<file path="src/logic/opmode_pkg.sv">
package opmode_pkg;

  // =====================================================================
  // register map (byte addresses)
  localparam logic [7:0]  ADDR_CTRL        = 8'h00;
  localparam logic [7:0]  ADDR_STATUS      = 8'h04;
  localparam logic [7:0]  ADDR_WAKE_FLAGS  = 8'h08;

  // =====================================================================
  // control register fields
  localparam int CTRL_STOP_EN      = 0;
  localparam int CTRL_IREF_STOP_EN = 1;
  localparam int CTRL_LV_EN        = 2;
  localparam int CTRL_LV_STOP_EN   = 3;
  localparam int CTRL_DEBUG_EN     = 4;
  localparam int CTRL_WAKE_PER_LO  = 8;
  localparam logic [10:0] CTRL_RESET = 11'h000;
  localparam logic [2:0]  WAKE_PERIOD_OFF = 3'h0;

  // =====================================================================
  // wake flag bits
  localparam int WF_KEYPAD = 0;
  localparam int WF_LVD    = 1;
  localparam int WF_CMP    = 2;
  localparam int WF_TIMER  = 3;
  localparam int WF_HALT   = 4;
  localparam int WF_IRQ    = 5;

  // =====================================================================
  // fixed address and opcode
  localparam logic [13:0] RESET_FETCH_ADDR = 14'h3ffd;
  localparam logic [7:0]  JUMP_OPCODE      = 8'hbc;

  // =====================================================================
  // debug command classes
  typedef enum logic [2:0] {
    CMD_MEM      = 3'b000,
    CMD_MEM_STAT = 3'b001,
    CMD_HALT     = 3'b010,
    CMD_REG      = 3'b011,
    CMD_TRACE    = 3'b100,
    CMD_GO       = 3'b101,
    CMD_FRESET   = 3'b110
  } dbg_cmd_t;

  typedef enum logic [2:0] {
    MODE_RESET = 3'b000,
    MODE_RUN   = 3'b001,
    MODE_DEBUG_HALT_INSTRUCTION  = 3'b010,
    MODE_WAIT  = 3'b011,
    MODE_STOP  = 3'b100
  } op_mode_t;

endpackage

</file>
<file path="src/logic/cmd_filter_if.sv">
`timescale 1ns/100ps
interface cmd_filter_if;
  import opmode_pkg::*;
  op_mode_t mode;
  logic     cmd_valid;
  dbg_cmd_t cmd;
  logic     accept;
  logic     status_err;
  logic     reject;
  logic     stop_dbg;
  modport filter (input mode, input cmd_valid, input cmd, input stop_dbg,
                  output accept, output status_err, output reject);
  modport ctrl   (output mode, output cmd_valid, output cmd, output stop_dbg,
                  input accept, input status_err, input reject);
endinterface // cmd_filter_if

</file>
<file path="src/logic/debug_cmd_filter.sv">
`timescale 1ns/100ps
module debug_cmd_filter
  import opmode_pkg::*;
(
  cmd_filter_if.filter f
);
  // =====================================================================
  // command acceptance per mode
  wire is_nonintr = (f.cmd == CMD_MEM) || (f.cmd == CMD_MEM_STAT) || (f.cmd == CMD_HALT);
  wire low_power  = (f.mode == MODE_WAIT) || (f.mode == MODE_STOP);
  wire halt_ok    = (f.mode == MODE_WAIT) || ((f.mode == MODE_STOP) && f.stop_dbg);
  wire ok_run     = (f.mode == MODE_RUN) && is_nonintr;
  wire ok_debug_halt_instruction    = (f.mode == MODE_DEBUG_HALT_INSTRUCTION);
  wire ok_lp      = halt_ok && (f.cmd == CMD_HALT);
  wire ok_freset  = (f.mode == MODE_RUN) && (f.cmd == CMD_FRESET);
  assign f.accept     = f.cmd_valid && (ok_run || ok_debug_halt_instruction || ok_lp || ok_freset);
  assign f.status_err = f.cmd_valid && low_power && (f.cmd == CMD_MEM_STAT);
  assign f.reject     = f.cmd_valid && !f.accept && !f.status_err;
endmodule // debug_cmd_filter

</file>
<file path="src/logic/operating_mode_controller.sv">
// The APB interface to the registers and the register offsets were left to the implementer.
`timescale 1ns/100ps
module operating_mode_controller
  import opmode_pkg::*;
(
  input  wire logic        i_core_clk,
  input  wire logic        i_rst_n,
  input  wire logic        i_mode_select_debug_pin,
  input  wire logic        i_reset_pin_n,
  input  wire logic        i_insn_wait,
  input  wire logic        i_insn_stop,
  input  wire logic        i_debug_halt_instruction,
  input  wire logic        i_breakpoint,
  input  wire logic        i_irq,
  input  wire logic        i_keypad_irq,
  input  wire logic        i_lvd_irq,
  input  wire logic        i_cmp_irq,
  input  wire logic        i_timer_irq,
  input  wire logic        i_cmd_valid,
  input  wire logic [2:0]  i_cmd,
  input  wire logic        i_psel,
  input  wire logic        i_penable,
  input  wire logic        i_pwrite,
  input  wire logic [7:0]  i_paddr,
  input  wire logic [31:0] i_pwdata,
  output logic      [31:0] o_prdata,
  output logic             o_pready,
  output logic             o_pslverr,
  output logic             o_cmd_accept,
  output logic             o_cmd_status_err,
  output logic             o_cmd_reject,
  output logic             o_cpu_run,
  output logic             o_cpu_clk_en,
  output logic             o_sys_clk_en,
  output logic             o_clk_src_en,
  output logic             o_debug_clk_en,
  output logic             o_reg_full,
  output logic             o_bandgap_en,
  output logic             o_pin_hold,
  output logic             o_wake_timer_en,
  output logic             o_pc_load,
  output logic      [13:0] o_pc_value,
  output logic             o_pc_incr,
  output logic             o_ilop_reset,
  output logic      [2:0]  o_mode
);

  // =====================================================================
  // input synchronisers
  logic [1:0] ms_sync;
  logic [1:0] rp_sync;
  logic [1:0] kb_sync;
  logic [1:0] lv_sync;
  logic [1:0] cm_sync;
  wire        ms_pin   = ms_sync[1];
  wire        rpin_low = !rp_sync[1];
  wire        kb_irq   = kb_sync[1];
  wire        lv_irq   = lv_sync[1];
  wire        cm_irq   = cm_sync[1];

  always_ff @(posedge i_core_clk) begin
    ms_sync <= {ms_sync[0], i_mode_select_debug_pin};
    rp_sync <= {rp_sync[0], i_reset_pin_n};
    kb_sync <= {kb_sync[0], i_keypad_irq};
    lv_sync <= {lv_sync[0], i_lvd_irq};
    cm_sync <= {cm_sync[0], i_cmp_irq};
  end

  // =====================================================================
  // state and control
  op_mode_t    mode;
  op_mode_t    next_mode;
  logic [10:0] ctrl;
  logic [5:0]  wake_flags;
  logic        dbg_at_stop;
  logic        lv_at_stop;
  logic        iref_at_stop;

  wire       stop_en    = ctrl[CTRL_STOP_EN];
  wire       iref_en    = ctrl[CTRL_IREF_STOP_EN];
  wire       lv_both    = ctrl[CTRL_LV_EN] && ctrl[CTRL_LV_STOP_EN];
  wire       debug_en   = ctrl[CTRL_DEBUG_EN];
  wire [2:0] wake_per   = ctrl[CTRL_WAKE_PER_LO +: 3];
  wire       timer_on   = (wake_per != WAKE_PERIOD_OFF);
  wire       timer_wake = timer_on && i_timer_irq;

  // =====================================================================
  // debug command filter
  cmd_filter_if cfi ();
  assign cfi.mode      = mode;
  assign cfi.cmd_valid = i_cmd_valid;
  assign cfi.cmd       = dbg_cmd_t'(i_cmd);
  assign cfi.stop_dbg  = dbg_at_stop;
  debug_cmd_filter u_filter (
    .f (cfi)
  );
  assign o_cmd_accept     = cfi.accept;
  assign o_cmd_status_err = cfi.status_err;
  assign o_cmd_reject     = cfi.reject;

  wire halt_cmd  = cfi.accept && (cfi.cmd == CMD_HALT);
  wire go_cmd    = cfi.accept && (cfi.cmd == CMD_GO);
  wire freset    = cfi.accept && (cfi.cmd == CMD_FRESET);
  wire stop_halt = halt_cmd && dbg_at_stop;
  wire stop_irq  = kb_irq || lv_irq || cm_irq || timer_wake;
  wire enter_bg  = i_debug_halt_instruction || i_breakpoint;
  wire stop_ok   = i_insn_stop && stop_en;
  wire stop_bad  = i_insn_stop && !stop_en;

  // =====================================================================
  // mode transitions
  always_comb begin
    next_mode = mode;
    case (mode)
      MODE_RESET: begin
        next_mode = ms_pin ? MODE_RUN : MODE_DEBUG_HALT_INSTRUCTION;
      end
      MODE_RUN: begin
        if (halt_cmd || enter_bg) begin
          next_mode = MODE_DEBUG_HALT_INSTRUCTION;
        end else if (i_insn_wait) begin
          next_mode = MODE_WAIT;
        end else if (stop_ok) begin
          next_mode = MODE_STOP;
        end
      end
      MODE_DEBUG_HALT_INSTRUCTION: begin
        if (go_cmd) begin
          next_mode = MODE_RUN;
        end
      end
      MODE_WAIT: begin
        if (halt_cmd) begin
          next_mode = MODE_DEBUG_HALT_INSTRUCTION;
        end else if (i_irq || stop_irq) begin
          next_mode = MODE_RUN;
        end
      end
      MODE_STOP: begin
        if (stop_halt) begin
          next_mode = MODE_DEBUG_HALT_INSTRUCTION;
        end else if (stop_irq) begin
          next_mode = MODE_RUN;
        end
      end
      default: next_mode = MODE_RESET;
    endcase
  end

  wire sys_reset = !i_rst_n || stop_bad || freset || rpin_low;

  always_ff @(posedge i_core_clk) begin
    if (sys_reset) begin
      mode <= MODE_RESET;
    end else begin
      mode <= next_mode;
    end
  end

  // =====================================================================
  // stop-entry snapshot of configuration
  always_ff @(posedge i_core_clk) begin
    if (!i_rst_n) begin
      dbg_at_stop  <= 1'b0;
      lv_at_stop   <= 1'b0;
      iref_at_stop <= 1'b0;
    end else if (mode == MODE_RUN && next_mode == MODE_STOP) begin
      dbg_at_stop  <= debug_en;
      lv_at_stop   <= lv_both;
      iref_at_stop <= iref_en;
    end
  end

  // =====================================================================
  // wake flags, set wins over clear
  wire [5:0] wake_set;
  wire       in_lp = (mode == MODE_WAIT) || (mode == MODE_STOP);
  assign wake_set[WF_KEYPAD] = in_lp && kb_irq;
  assign wake_set[WF_LVD]    = in_lp && lv_irq;
  assign wake_set[WF_CMP]    = in_lp && cm_irq;
  assign wake_set[WF_TIMER]  = in_lp && timer_wake;
  assign wake_set[WF_HALT]   = in_lp && halt_cmd;
  assign wake_set[WF_IRQ]    = (mode == MODE_WAIT) && i_irq;

  // =====================================================================
  // apb slave
  wire        apb_wr    = i_psel && i_penable && i_pwrite;
  wire        hit_ctrl  = (i_paddr == ADDR_CTRL);
  wire        hit_stat  = (i_paddr == ADDR_STATUS);
  wire        hit_wf    = (i_paddr == ADDR_WAKE_FLAGS);
  wire        unmapped  = !(hit_ctrl || hit_stat || hit_wf);
  wire [31:0] rd_mux    = hit_ctrl ? {21'h0, ctrl} :
                          hit_stat ? {29'h0, mode} :
                          hit_wf   ? {26'h0, wake_flags} : 32'h0;

  always_ff @(posedge i_core_clk) begin
    if (!i_rst_n) begin
      ctrl <= CTRL_RESET;
    end else if (apb_wr && hit_ctrl) begin
      ctrl <= i_pwdata[10:0];
    end
  end

  always_ff @(posedge i_core_clk) begin
    if (!i_rst_n) begin
      wake_flags <= 6'h00;
    end else begin
      wake_flags <= (wake_flags & ~((apb_wr && hit_wf) ? i_pwdata[5:0] : 6'h00))
                    | wake_set;
    end
  end

  always_ff @(posedge i_core_clk) begin
    if (!i_rst_n) begin
      o_prdata <= 32'h0;
    end else if (i_psel && !i_penable) begin
      o_prdata <= rd_mux;
    end
  end

  assign o_pready  = 1'b1;
  assign o_pslverr = i_psel && i_penable && unmapped;

  // =====================================================================
  // clock, regulator and cpu controls
  wire in_stop = (mode == MODE_STOP);

  always_ff @(posedge i_core_clk) begin
    if (!i_rst_n) begin
      o_cpu_run       <= 1'b0;
      o_cpu_clk_en    <= 1'b0;
      o_sys_clk_en    <= 1'b1;
      o_clk_src_en    <= 1'b1;
      o_debug_clk_en  <= 1'b1;
      o_reg_full      <= 1'b1;
      o_bandgap_en    <= 1'b1;
      o_pin_hold      <= 1'b0;
      o_wake_timer_en <= 1'b0;
      o_pc_load       <= 1'b0;
      o_pc_value      <= 14'h0000;
      o_pc_incr       <= 1'b0;
      o_ilop_reset    <= 1'b0;
      o_mode          <= 3'h0;
    end else begin
      o_cpu_run       <= (mode == MODE_RUN);
      o_cpu_clk_en    <= (mode == MODE_RUN);
      o_sys_clk_en    <= !in_stop;
      o_clk_src_en    <= !in_stop || (iref_at_stop && lv_at_stop);
      o_debug_clk_en  <= !in_stop || dbg_at_stop;
      o_reg_full      <= !in_stop || dbg_at_stop || lv_at_stop;
      o_bandgap_en    <= !in_stop || lv_at_stop;
      o_pin_hold      <= in_lp;
      o_wake_timer_en <= timer_on;
      o_pc_load       <= (mode == MODE_RESET) && (next_mode == MODE_RUN) && !sys_reset;
      o_pc_value      <= RESET_FETCH_ADDR;
      o_pc_incr       <= in_lp && (next_mode == MODE_RUN) && !sys_reset;
      o_ilop_reset    <= stop_bad && (mode == MODE_RUN);
      o_mode          <= mode;
    end
  end

  // =====================================================================
  // assertions
  AST_WAIT_CPU_OFF: assert property (@(posedge i_core_clk) disable iff (!i_rst_n)
    mode == MODE_WAIT |=> !o_cpu_clk_en && o_sys_clk_en)
    else $error("cpu clocked or system clock off in wait");
  AST_BG_NO_RUN: assert property (@(posedge i_core_clk) disable iff (!i_rst_n)
    mode == MODE_DEBUG_HALT_INSTRUCTION |=> !o_cpu_run)
    else $error("cpu runs in background mode");
  AST_RUN_FILTER: assert property (@(posedge i_core_clk) disable iff (!i_rst_n)
    mode == MODE_RUN && i_cmd_valid && (i_cmd == CMD_REG || i_cmd == CMD_GO) |-> !o_cmd_accept)
    else $error("intrusive command accepted in run");
  AST_RUN_NONINTR: assert property (@(posedge i_core_clk) disable iff (!i_rst_n)
    mode == MODE_RUN && i_cmd_valid && i_cmd == CMD_MEM |-> o_cmd_accept)
    else $error("memory command refused in run");
  AST_WAIT_STAT: assert property (@(posedge i_core_clk) disable iff (!i_rst_n)
    mode == MODE_WAIT && i_cmd_valid && i_cmd == CMD_MEM_STAT
    |-> o_cmd_status_err && !o_cmd_accept)
    else $error("status command in wait without error");
  AST_WAIT_HALT: assert property (@(posedge i_core_clk) disable iff (!i_rst_n)
    mode == MODE_WAIT && halt_cmd && !rpin_low |=> mode == MODE_DEBUG_HALT_INSTRUCTION)
    else $error("halt in wait did not enter background");
  AST_STOP_BAD: assert property (@(posedge i_core_clk) disable iff (!i_rst_n)
    mode == MODE_RUN && stop_bad |=> o_ilop_reset && mode == MODE_RESET)
    else $error("illegal stop did not reset");
  AST_STOP_CLK: assert property (@(posedge i_core_clk) disable iff (!i_rst_n)
    in_stop |=> !o_sys_clk_en && !o_cpu_clk_en)
    else $error("clocks running in stop");
  AST_TIMER_OFF: assert property (@(posedge i_core_clk) disable iff (!i_rst_n)
    in_stop && wake_per == WAKE_PERIOD_OFF && !kb_irq && !lv_irq && !cm_irq
    && !halt_cmd && !rpin_low |=> in_stop)
    else $error("disabled timer woke from stop");
  AST_FLAG_HOLD: assert property (@(posedge i_core_clk) disable iff (!i_rst_n)
    wake_flags[WF_TIMER] && !(apb_wr && hit_wf) |=> wake_flags[WF_TIMER])
    else $error("wake flag lost");
  AST_PC_LOAD: assert property (@(posedge i_core_clk) disable iff (!i_rst_n)
    mode == MODE_RESET && ms_pin && !sys_reset |=> o_pc_load && o_pc_value == RESET_FETCH_ADDR)
    else $error("no reset fetch load on run entry");
  AST_PIN_LOW_BG: assert property (@(posedge i_core_clk) disable iff (!i_rst_n)
    mode == MODE_RESET && !ms_pin && !sys_reset |=> mode == MODE_DEBUG_HALT_INSTRUCTION)
    else $error("low mode pin did not enter background");
  AST_WAIT_INCR: assert property (@(posedge i_core_clk) disable iff (!i_rst_n)
    mode == MODE_WAIT && i_irq && !halt_cmd && !sys_reset |=> mode == MODE_RUN && o_pc_incr)
    else $error("interrupt in wait did not resume with increment");
  AST_WAIT_ONLY: assert property (@(posedge i_core_clk) disable iff (!i_rst_n)
    mode == MODE_WAIT && i_cmd_valid && !(i_cmd == CMD_HALT || i_cmd == CMD_MEM_STAT)
    |-> o_cmd_reject)
    else $error("command not refused in wait");
  AST_STOP_STANDBY: assert property (@(posedge i_core_clk) disable iff (!i_rst_n)
    in_stop && !dbg_at_stop && !lv_at_stop |=> !o_reg_full && !o_clk_src_en)
    else $error("regulator or clock source on in plain stop");
  AST_STOP_DEBUG: assert property (@(posedge i_core_clk) disable iff (!i_rst_n)
    in_stop && dbg_at_stop |=> o_debug_clk_en && o_reg_full)
    else $error("debug clocks or regulation lost in stop");
  AST_STOP_LV: assert property (@(posedge i_core_clk) disable iff (!i_rst_n)
    in_stop && lv_at_stop |=> o_reg_full && o_bandgap_en)
    else $error("regulator or reference off with low-voltage stop");
  AST_STOP_HALT_BG: assert property (@(posedge i_core_clk) disable iff (!i_rst_n)
    in_stop && halt_cmd && !sys_reset |=> mode == MODE_DEBUG_HALT_INSTRUCTION)
    else $error("halt in stop did not enter background");
  AST_RESET_PIN: assert property (@(posedge i_core_clk) disable iff (!i_rst_n)
    rpin_low |=> mode == MODE_RESET)
    else $error("reset pin did not reset");
  COV_PIN_BG:    cover property (@(posedge i_core_clk) mode == MODE_RESET ##1 mode == MODE_DEBUG_HALT_INSTRUCTION);
  COV_WAIT_EXIT: cover property (@(posedge i_core_clk) mode == MODE_WAIT ##1 mode == MODE_RUN);
  COV_STOP_BG:   cover property (@(posedge i_core_clk) mode == MODE_STOP ##1 mode == MODE_DEBUG_HALT_INSTRUCTION);
  COV_STOP_IRQ:  cover property (@(posedge i_core_clk) mode == MODE_STOP ##1 mode == MODE_RUN);

endmodule // operating_mode_controller

</file>
<file path="config.mk">
export PLATFORM = sky130hd
export DESIGN_NAME = operating_mode_controller
export DESIGN_NICKNAME = d
export VERILOG_FILES = /design/src/logic/opmode_pkg.sv /design/src/logic/cmd_filter_if.sv /design/src/logic/debug_cmd_filter.sv /design/src/logic/operating_mode_controller.sv
export SDC_FILE = /design/constraint.sdc
export NUM_CORES = 1
export LEC_CHECK = 0
export ABC_AREA = 0
export BUFFER_PORTS_ARGS = -buffer_cell sky130_fd_sc_hd__buf_2
export CAP_MARGIN = 20
export CORE_UTILIZATION = 50
export DETAILED_ROUTE_END_ITERATION = 16
export PLACE_DENSITY = 0.85
export SYNTH_ARGS = -nofsm -noshare
export SYNTH_HDL_FRONTEND = slang
export SYNTH_SLANG_ARGS = --single-unit
</file>
<file path="constraint.sdc">
create_clock -name i_core_clk -period 4.3 [get_ports i_core_clk]
set_input_delay 0.86 -clock i_core_clk [delete_from_list [all_inputs] [get_ports i_core_clk]]
set_output_delay 0.86 -clock i_core_clk [all_outputs]
set_load 0.05 [all_outputs]
</file>
==> impl_metrics.csv, run 1 <==
group,metric,value,unit
status,run_status,"finished clean",
grt,grtUsageTotal,21.2,%
worst_hold_path,hold_path_class,"reg2reg",
clocking,postCtsSetupRepairBufs,0,
synth,post_synth_instance_area,2710,µm²
finish,final_cell_mix,"sky130_fd_sc_hd__buf_2, sky130_fd_sc_hd__dfxtp_1, sky130_fd_sc_hd__nor2b_1",
pwr,peakVddDrop,0.288,mV
clocking,path_clk_slew,0.06,ns
worst_setup_path,critical_path.endpoint_type,"output port",
floorplanning,die_h,75.7,µm
pwr,p_switching,310,µW
synth,synth.area.top_cells,"sky130_fd_sc_hd__dfxtp_1, sky130_fd_sc_hd__buf_4, sky130_fd_sc_hd__mux2i_1",
clocking,tritoncts,"yes",
finish,instances_no_fill,420,
place,gp_congestion,0.763,
sta,setup_repair_after_global_routing_missed_its_margin,"no",
route,avgRoutedWirePerCell,12.9,µm
sta,timing.final.setup_violations,0,
synth,asyncSetResetFlopFracSynth,0,%
route,first_pass_iters,4,
finish,post_route_cells_drive_above_1_share,30.9,%
grt,antenna_found_initial,0,
grt,grt_pass1_vias,1937,
pwr,clkPwrFrac,39.1,%
sta,max_clock_freq,0.337,GHz
synth,yosysTopAreaCell,"sky130_fd_sc_hd__dfxtp_1",
grt,grt_pass1_wl,8740,µm
sta,clock-skew-final,0.00797,ns
floorplanning,core_area,5170,µm²
place,detailedPlacementHpwl,4050,µm
worst_setup_path,top_fanout_value_on_the_critical_path,5,
clocking,max-clock-path-buffers,2,
pwr,total_power,1.15,mW
route,remaining_drc_errors,0,
finish,antenna_cells,0,
worst_setup_path,worst_ep_arrival_time,2.11,ns
floorplanning,initial_standard_cell_utilization_of_the_core,52.4,%
synth,synth_edf_count,0,
route,route.detailed.vias_per_inst,5.12,
sta,fin_crit,2.97,ns
synth,synth_ff_type,"sky130_fd_sc_hd__dfxtp_1",
clocking,htreeDepth,3,
sta,timing.slew.headroom,30.8,%
sta,finalSetupTns,0,ns
worst_setup_path,critical_path_required,3.44,ns
sta,worst_hold_slack,0.326,ns
finish,fillers,460,
grt,grt_total_ovfl,0,
pwr,static-leakage-power,1.35,nW
finish,fin_util,60.6,%
finish,multi_input_logic_area,1270,µm²
sta,fin_crit_sh,69.0,%
job,cap_viol_max_count,0,
route,final_antenna_net_count,0,
synth,number_of_synthesized_register_bits,59,
route,sum_of_routed_wire_length_over_all_layers,5440,µm
route,first_iter_violations,80,
clocking,cts_hold_buf,0,
pwr,power.sequential.fraction,48.7,%
finish,area_growth_syn_to_layout,15.6,%
floorplanning,rows,26,
pwr,comb_power_share,12.2,%
clocking,cts_inserted_buffers,9,
synth,syn-instance-count,281,
synth,avgSynthCellArea,9.65,µm²
synth,share_of_the_synthesized_area_in_the_top_cell_type,43.5,%
pwr,sw_share,27.0,%
clocking,numClockSinks,59,
place,buffer_ports.inserted,81,
pwr,p_int,838,µW
worst_setup_path,setup.worst_path.class,"in2out",
finish,final_common_cell,"sky130_fd_sc_hd__buf_2",
pwr,power_density,366,nW/µm²
finish,area_of_all_sequential_standard_cells,1180,µm²
route,num_vias,2151,
clocking,cts.repair.resized,0,
synth,synthDistinctLibCells,51,
sta,count_of_pins_over_their_slew_limit,0,
sta,finalHoldViolCount,0,
place,number_of_cells_in_the_design_after_placement,405,
floorplanning,die_w,75.7,µm
floorplanning,floorplan.io_pins,126,
worst_setup_path,crit_path_launch_type,"primary input",
sta,worstMarginPinSlew,1.03,ns
finish,final_net_count,406,
floorplanning,fp.dieArea,5720,µm²
clocking,ctsRootBufferMaster,"sky130_fd_sc_hd__clkbuf_8",
clocking,clkLatencyLatePin,0.33,ns
synth,yosysWarningCount,0,
grt,pin_count_of_the_biggest_net_entering_global_routing,41,
synth,synth-seq-area-share,43.5,%
layer usage:
layer  vias to the layer above  GRT usage [%]  wire length [µm]
met5                         -              0                 0
met4                         0           13.0               163
met3                        16           5.16               265
met2                        79           34.0              2620
met1                      1000           25.8              2390
li1                       1056              -                 -
path summary, 6_finish.rpt:
check	startpoint	end	slack [ns]	depth (start not counted)
setup / recovery	i_paddr[5]	o_pslverr	1.33	5
setup reg to reg	cfi.mode[2]	o_pc_incr	2.34	4
hold / removal	kb_sync[0]	kb_sync[1]	0.33	0
hold reg to reg	kb_sync[0]	kb_sync[1]	0.33	0
cell type report:
cell class                      count  share of cell area, %
Clock buffer                       13                   5.39
Sequential cell                    59                   37.7
Clock inverter                      2                  0.319
Multi-Input combinational cell    193                   40.7
Timing Repair Buffer               81                   12.9
Tap cell                           70                   2.79
Inverter                            2                  0.239
per-stage QoR:
| stage | area [µm²] | setup slack, ns |
|---|---|---|
| floorplan | 2790 | 0.794 |
| global placement | 2960 | 1.36 |
| detailed placement | 2960 | 1.34 |
| CTS | 3140 | 1.34 |
| global route | 3140 | 1.19 |
| finish | 3140 | 1.33 |
cells in the mapped netlist (4+ instances only):
| library cell | n |
|---|---|
| sky130_fd_sc_hd__nor2_1 | 9 |
| sky130_fd_sc_hd__clkbuf_1 | 7 |
| sky130_fd_sc_hd__o21ai_0 | 6 |
| sky130_fd_sc_hd__nor2b_1 | 26 |
| sky130_fd_sc_hd__nand2b_1 | 4 |
| sky130_fd_sc_hd__buf_4 | 36 |
| sky130_fd_sc_hd__mux2i_1 | 20 |
| sky130_fd_sc_hd__and2_1 | 9 |
| sky130_fd_sc_hd__nand3_1 | 5 |
| sky130_fd_sc_hd__or2_2 | 6 |
| sky130_fd_sc_hd__a21boi_0 | 5 |
| sky130_fd_sc_hd__dfxtp_1 | 59 |
| sky130_fd_sc_hd__nand2_1 | 19 |
| sky130_fd_sc_hd__a22oi_1 | 6 |
| sky130_fd_sc_hd__nor3_1 | 5 |
flip-flops by register name, summed over array words and instances, names as in the netlist, 2 cells and up:
name	count
ctrl	11
o_prdata	11
wake_flags	6
cfi.mode	3
o_mode	3
cm_sync	2
kb_sync	2
lv_sync	2
ms_sync	2
rp_sync	2
cells by family (layout without fill, tap and decap cells):
group                     count (synthesis)  count (layout)  synth area share (%)
muxes                                    20              20                  7.38
other                                     2              23                 0.277
buffers and inverters                    50              98                  12.4
xor gates and xnor gates                  1               1                 0.323
AOI/OAI and AO/OA                        44              44                  12.1
DFF                                      59              59                  43.5
and+or+nand+nor                         105             105                  24.0
power by group through the flow:
| stage | logic (mW) | registers (mW) | clock network, mW |
|---|---|---|---|
| after floorplan | 0.128 | 0.573 | 0 |
| after global placement | 0.139 | 0.571 | 0 |
| after detailed placement | 0.140 | 0.571 | 0 |
| after CTS | 0.140 | 0.559 | 0.459 |
| after global routing | 0.152 | 0.561 | 0.480 |
| final | 0.140 | 0.559 | 0.448 |
critical path, cell delays in order:
cell and delay [ns]:
sky130_fd_sc_hd__buf_2 0.10, sky130_fd_sc_hd__or4_4 0.59, sky130_fd_sc_hd__nor2_1 0.22, sky130_fd_sc_hd__a21oi_1 0.11, sky130_fd_sc_hd__buf_2 0.22
Power figures use the tool's default switching activity.
==> inputs of run 2 (changes only) <==
Settings changed: CORE_UTILIZATION 50 to 46, PLACE_DENSITY 0.85 to 0.79.
Clock period 4.3 ns to 2.8 ns, I/O delays scaled along.
==> run 2 against run 1 <==
Against the previous run:
- design area increased by 2.0%
- sequential power increased by 54%
- clock power increased by 87%
- routed wire length increased by 2.8%
- critical path depth decreased by 1
- setup slack got worse by 1.1 ns
- die area increased by 8.5%
- global-route usage decreased by 2.4 points
- register-to-register slack got worse by 1.4 ns
- cell count increased by 1.4%
- highest routed layer unchanged
==> impl_metrics.csv, run 2 (synthesis results as in run 1) <==
group,metric,value,unit
floorplanning,die_w,78.8,µm
route,num_vias,2140,
grt,antenna_found_initial,0,
clocking,cts.repair.resized,0,
route,first_pass_iters,4,
clocking,max-clock-path-buffers,2,
sta,worstMarginPinSlew,0.761,ns
worst_setup_path,crit_path_launch_type,"flip-flop",
finish,area_growth_syn_to_layout,17.9,%
worst_setup_path,worst_ep_arrival_time,2.02,ns
clocking,tritoncts,"yes",
route,route.detailed.vias_per_inst,5.02,
finish,post_route_cells_drive_above_1_share,31.6,%
worst_setup_path,crit-reg2reg-capture,"o_pc_incr",
grt,grt_pass1_wl,8720,µm
worst_hold_path,min_path_cells,1,
floorplanning,core_area,5610,µm²
grt,pin_count_of_the_biggest_net_entering_global_routing,23,
place,buffer_ports.inserted,81,
finish,fin_util,57.0,%
grt,grtUsageTotal,18.8,%
pwr,total_power,1.91,mW
pwr,static-leakage-power,1.38,nW
worst_setup_path,reg2reg_from,"cfi.mode[1]",
finish,antenna_cells,0,
finish,fillers,500,
finish,final_cell_mix,"sky130_fd_sc_hd__buf_2, sky130_fd_sc_hd__dfxtp_1, sky130_fd_sc_hd__nor2b_1",
place,number_of_cells_in_the_design_after_placement,410,
pwr,power_density,599,nW/µm²
finish,biggestRegsByFlops,"ctrl: 11 flops, o_prdata: 11 flops, wake_flags: 6 flops",
clocking,cts_hold_buf,0,
worst_setup_path,top_fanout_value_on_the_critical_path,19,
grt,grt_total_ovfl,0,
clocking,numClockSinks,59,
worst_hold_path,hold_path_class,"in2reg",
grt,top_usage_layer,"met2",
job,cap_viol_max_count,0,
clocking,cts_inserted_buffers,9,
status,run_status,"finished clean",
clocking,htreeDepth,3,
clocking,postCtsSetupRepairBufs,0,
worst_setup_path,setup.worst_path.start,"cfi.mode[1]",
sta,timing.slew.headroom,48.7,%
sta,finalHoldViolCount,0,
worst_setup_path,critical_path.endpoint_type,"output port",
finish,instances_no_fill,426,
finish,final_common_cell,"sky130_fd_sc_hd__buf_2",
sta,setup_repair_after_global_routing_missed_its_margin,"no",
sta,finalSetupTns,0,ns
finish,multi_input_logic_area,1280,µm²
route,final_antenna_net_count,0,
floorplanning,rows,27,
sta,count_of_pins_over_their_slew_limit,0,
grt,use_met1,22.5,%
worst_setup_path,r2r_cells,4,
worst_setup_path,critical_path_required,2.24,ns
grt,grt_use_met2,30.7,%
worst_setup_path,r2r_slack,0.90,ns
floorplanning,floorplan.io_pins,126,
sta,fin_crit_sh,92.2,%
clocking,clkLatencyLatePin,0.34,ns
finish,final_net_count,409,
place,detailed_place.area,2990,µm²
sta,clock-skew-final,0.00958,ns
grt,grt_pass1_vias,1902,
worst_setup_path,cp-endpoint,"o_cmd_status_err",
pwr,peakVddDrop,0.401,mV
finish,final_design_area_no_fill,3200,µm²
grt,use_met3,4.37,%
floorplanning,initial_standard_cell_utilization_of_the_core,48.4,%
floorplanning,die_h,78.8,µm
clocking,path_clk_slew,0.07,ns
worst_setup_path,setup.worst_path.class,"reg2out",
sta,timing.final.setup_violations,0,
route,remaining_drc_errors,0,
route,first_iter_violations,112,
place,gp_congestion,0.802,
sta,max_clock_freq,0.388,GHz
route,sum_of_routed_wire_length_over_all_layers,5590,µm
place,detailedPlacementHpwl,4030,µm
floorplanning,fp.dieArea,6210,µm²
finish,area_of_all_sequential_standard_cells,1180,µm²
clocking,ctsRootBufferMaster,"sky130_fd_sc_hd__clkbuf_8",
route,avgRoutedWirePerCell,13.1,µm
sta,fin_crit,2.58,ns
## run 2: cell types whose count changed in the layout (fill, tap and decap cells not counted)
cell,change
sky130_fd_sc_hd__clkbuf_1,+1
sky130_fd_sc_hd__bufinv_16,+2
sky130_fd_sc_hd__clkinvlp_4,+1
sky130_fd_sc_hd__nor4b_2,+1
sky130_fd_sc_hd__buf_4,+3
sky130_fd_sc_hd__clkbuf_8,-3
sky130_fd_sc_hd__nor4b_1,-1
## run 2: how the worst min path moves through the flow
stage | from | end
floorplan | cm_sync[0] | cm_sync[1]
global placement | cm_sync[0] | cm_sync[1]
detailed placement | cm_sync[0] | cm_sync[1]
CTS | i_lvd_irq | lv_sync[0]
global route | i_cmp_irq | cm_sync[0]
finish | i_lvd_irq | lv_sync[0]
## run 2: final cells by class
class	instances	share of cell area (%)
Inverter	2	0.235
Tap cell	72	2.82
Multi-Input combinational cell	193	40.1
Sequential cell	59	36.9
Clock buffer	11	4.11
Clock inverter	5	2.43
Timing Repair Buffer	84	13.4
## run 2: per-layer routing
layer / routed length, µm / up-vias
li1: - / 1056
met1: 2440 / 990
met2: 2670 / 81
met3: 319 / 13
met4: 156 / 0
met5: 0 / -
## run 2: report_power, final
part           internal (mW)  switching (mW)
combinational         0.0519           0.166
clock                  0.499           0.339
sequential             0.850         0.00866
## run 2: through the flow
stage | hold slack (ns) | setup slack [ns]
after floorplan | 0.310 | 0.422
after global placement | 0.311 | 0.445
after detailed placement | 0.313 | 0.431
after CTS | 0.307 | 0.248
after global routing | 0.306 | 0.119
final | 0.319 | 0.220
## run 2: critical path, stage by stage, from the launching register on
cell                      delay, ns
sky130_fd_sc_hd__dfxtp_1       0.70
sky130_fd_sc_hd__and3b_1       0.30
sky130_fd_sc_hd__a21oi_1       0.10
sky130_fd_sc_hd__nor4b_2       0.28
sky130_fd_sc_hd__buf_2         0.30
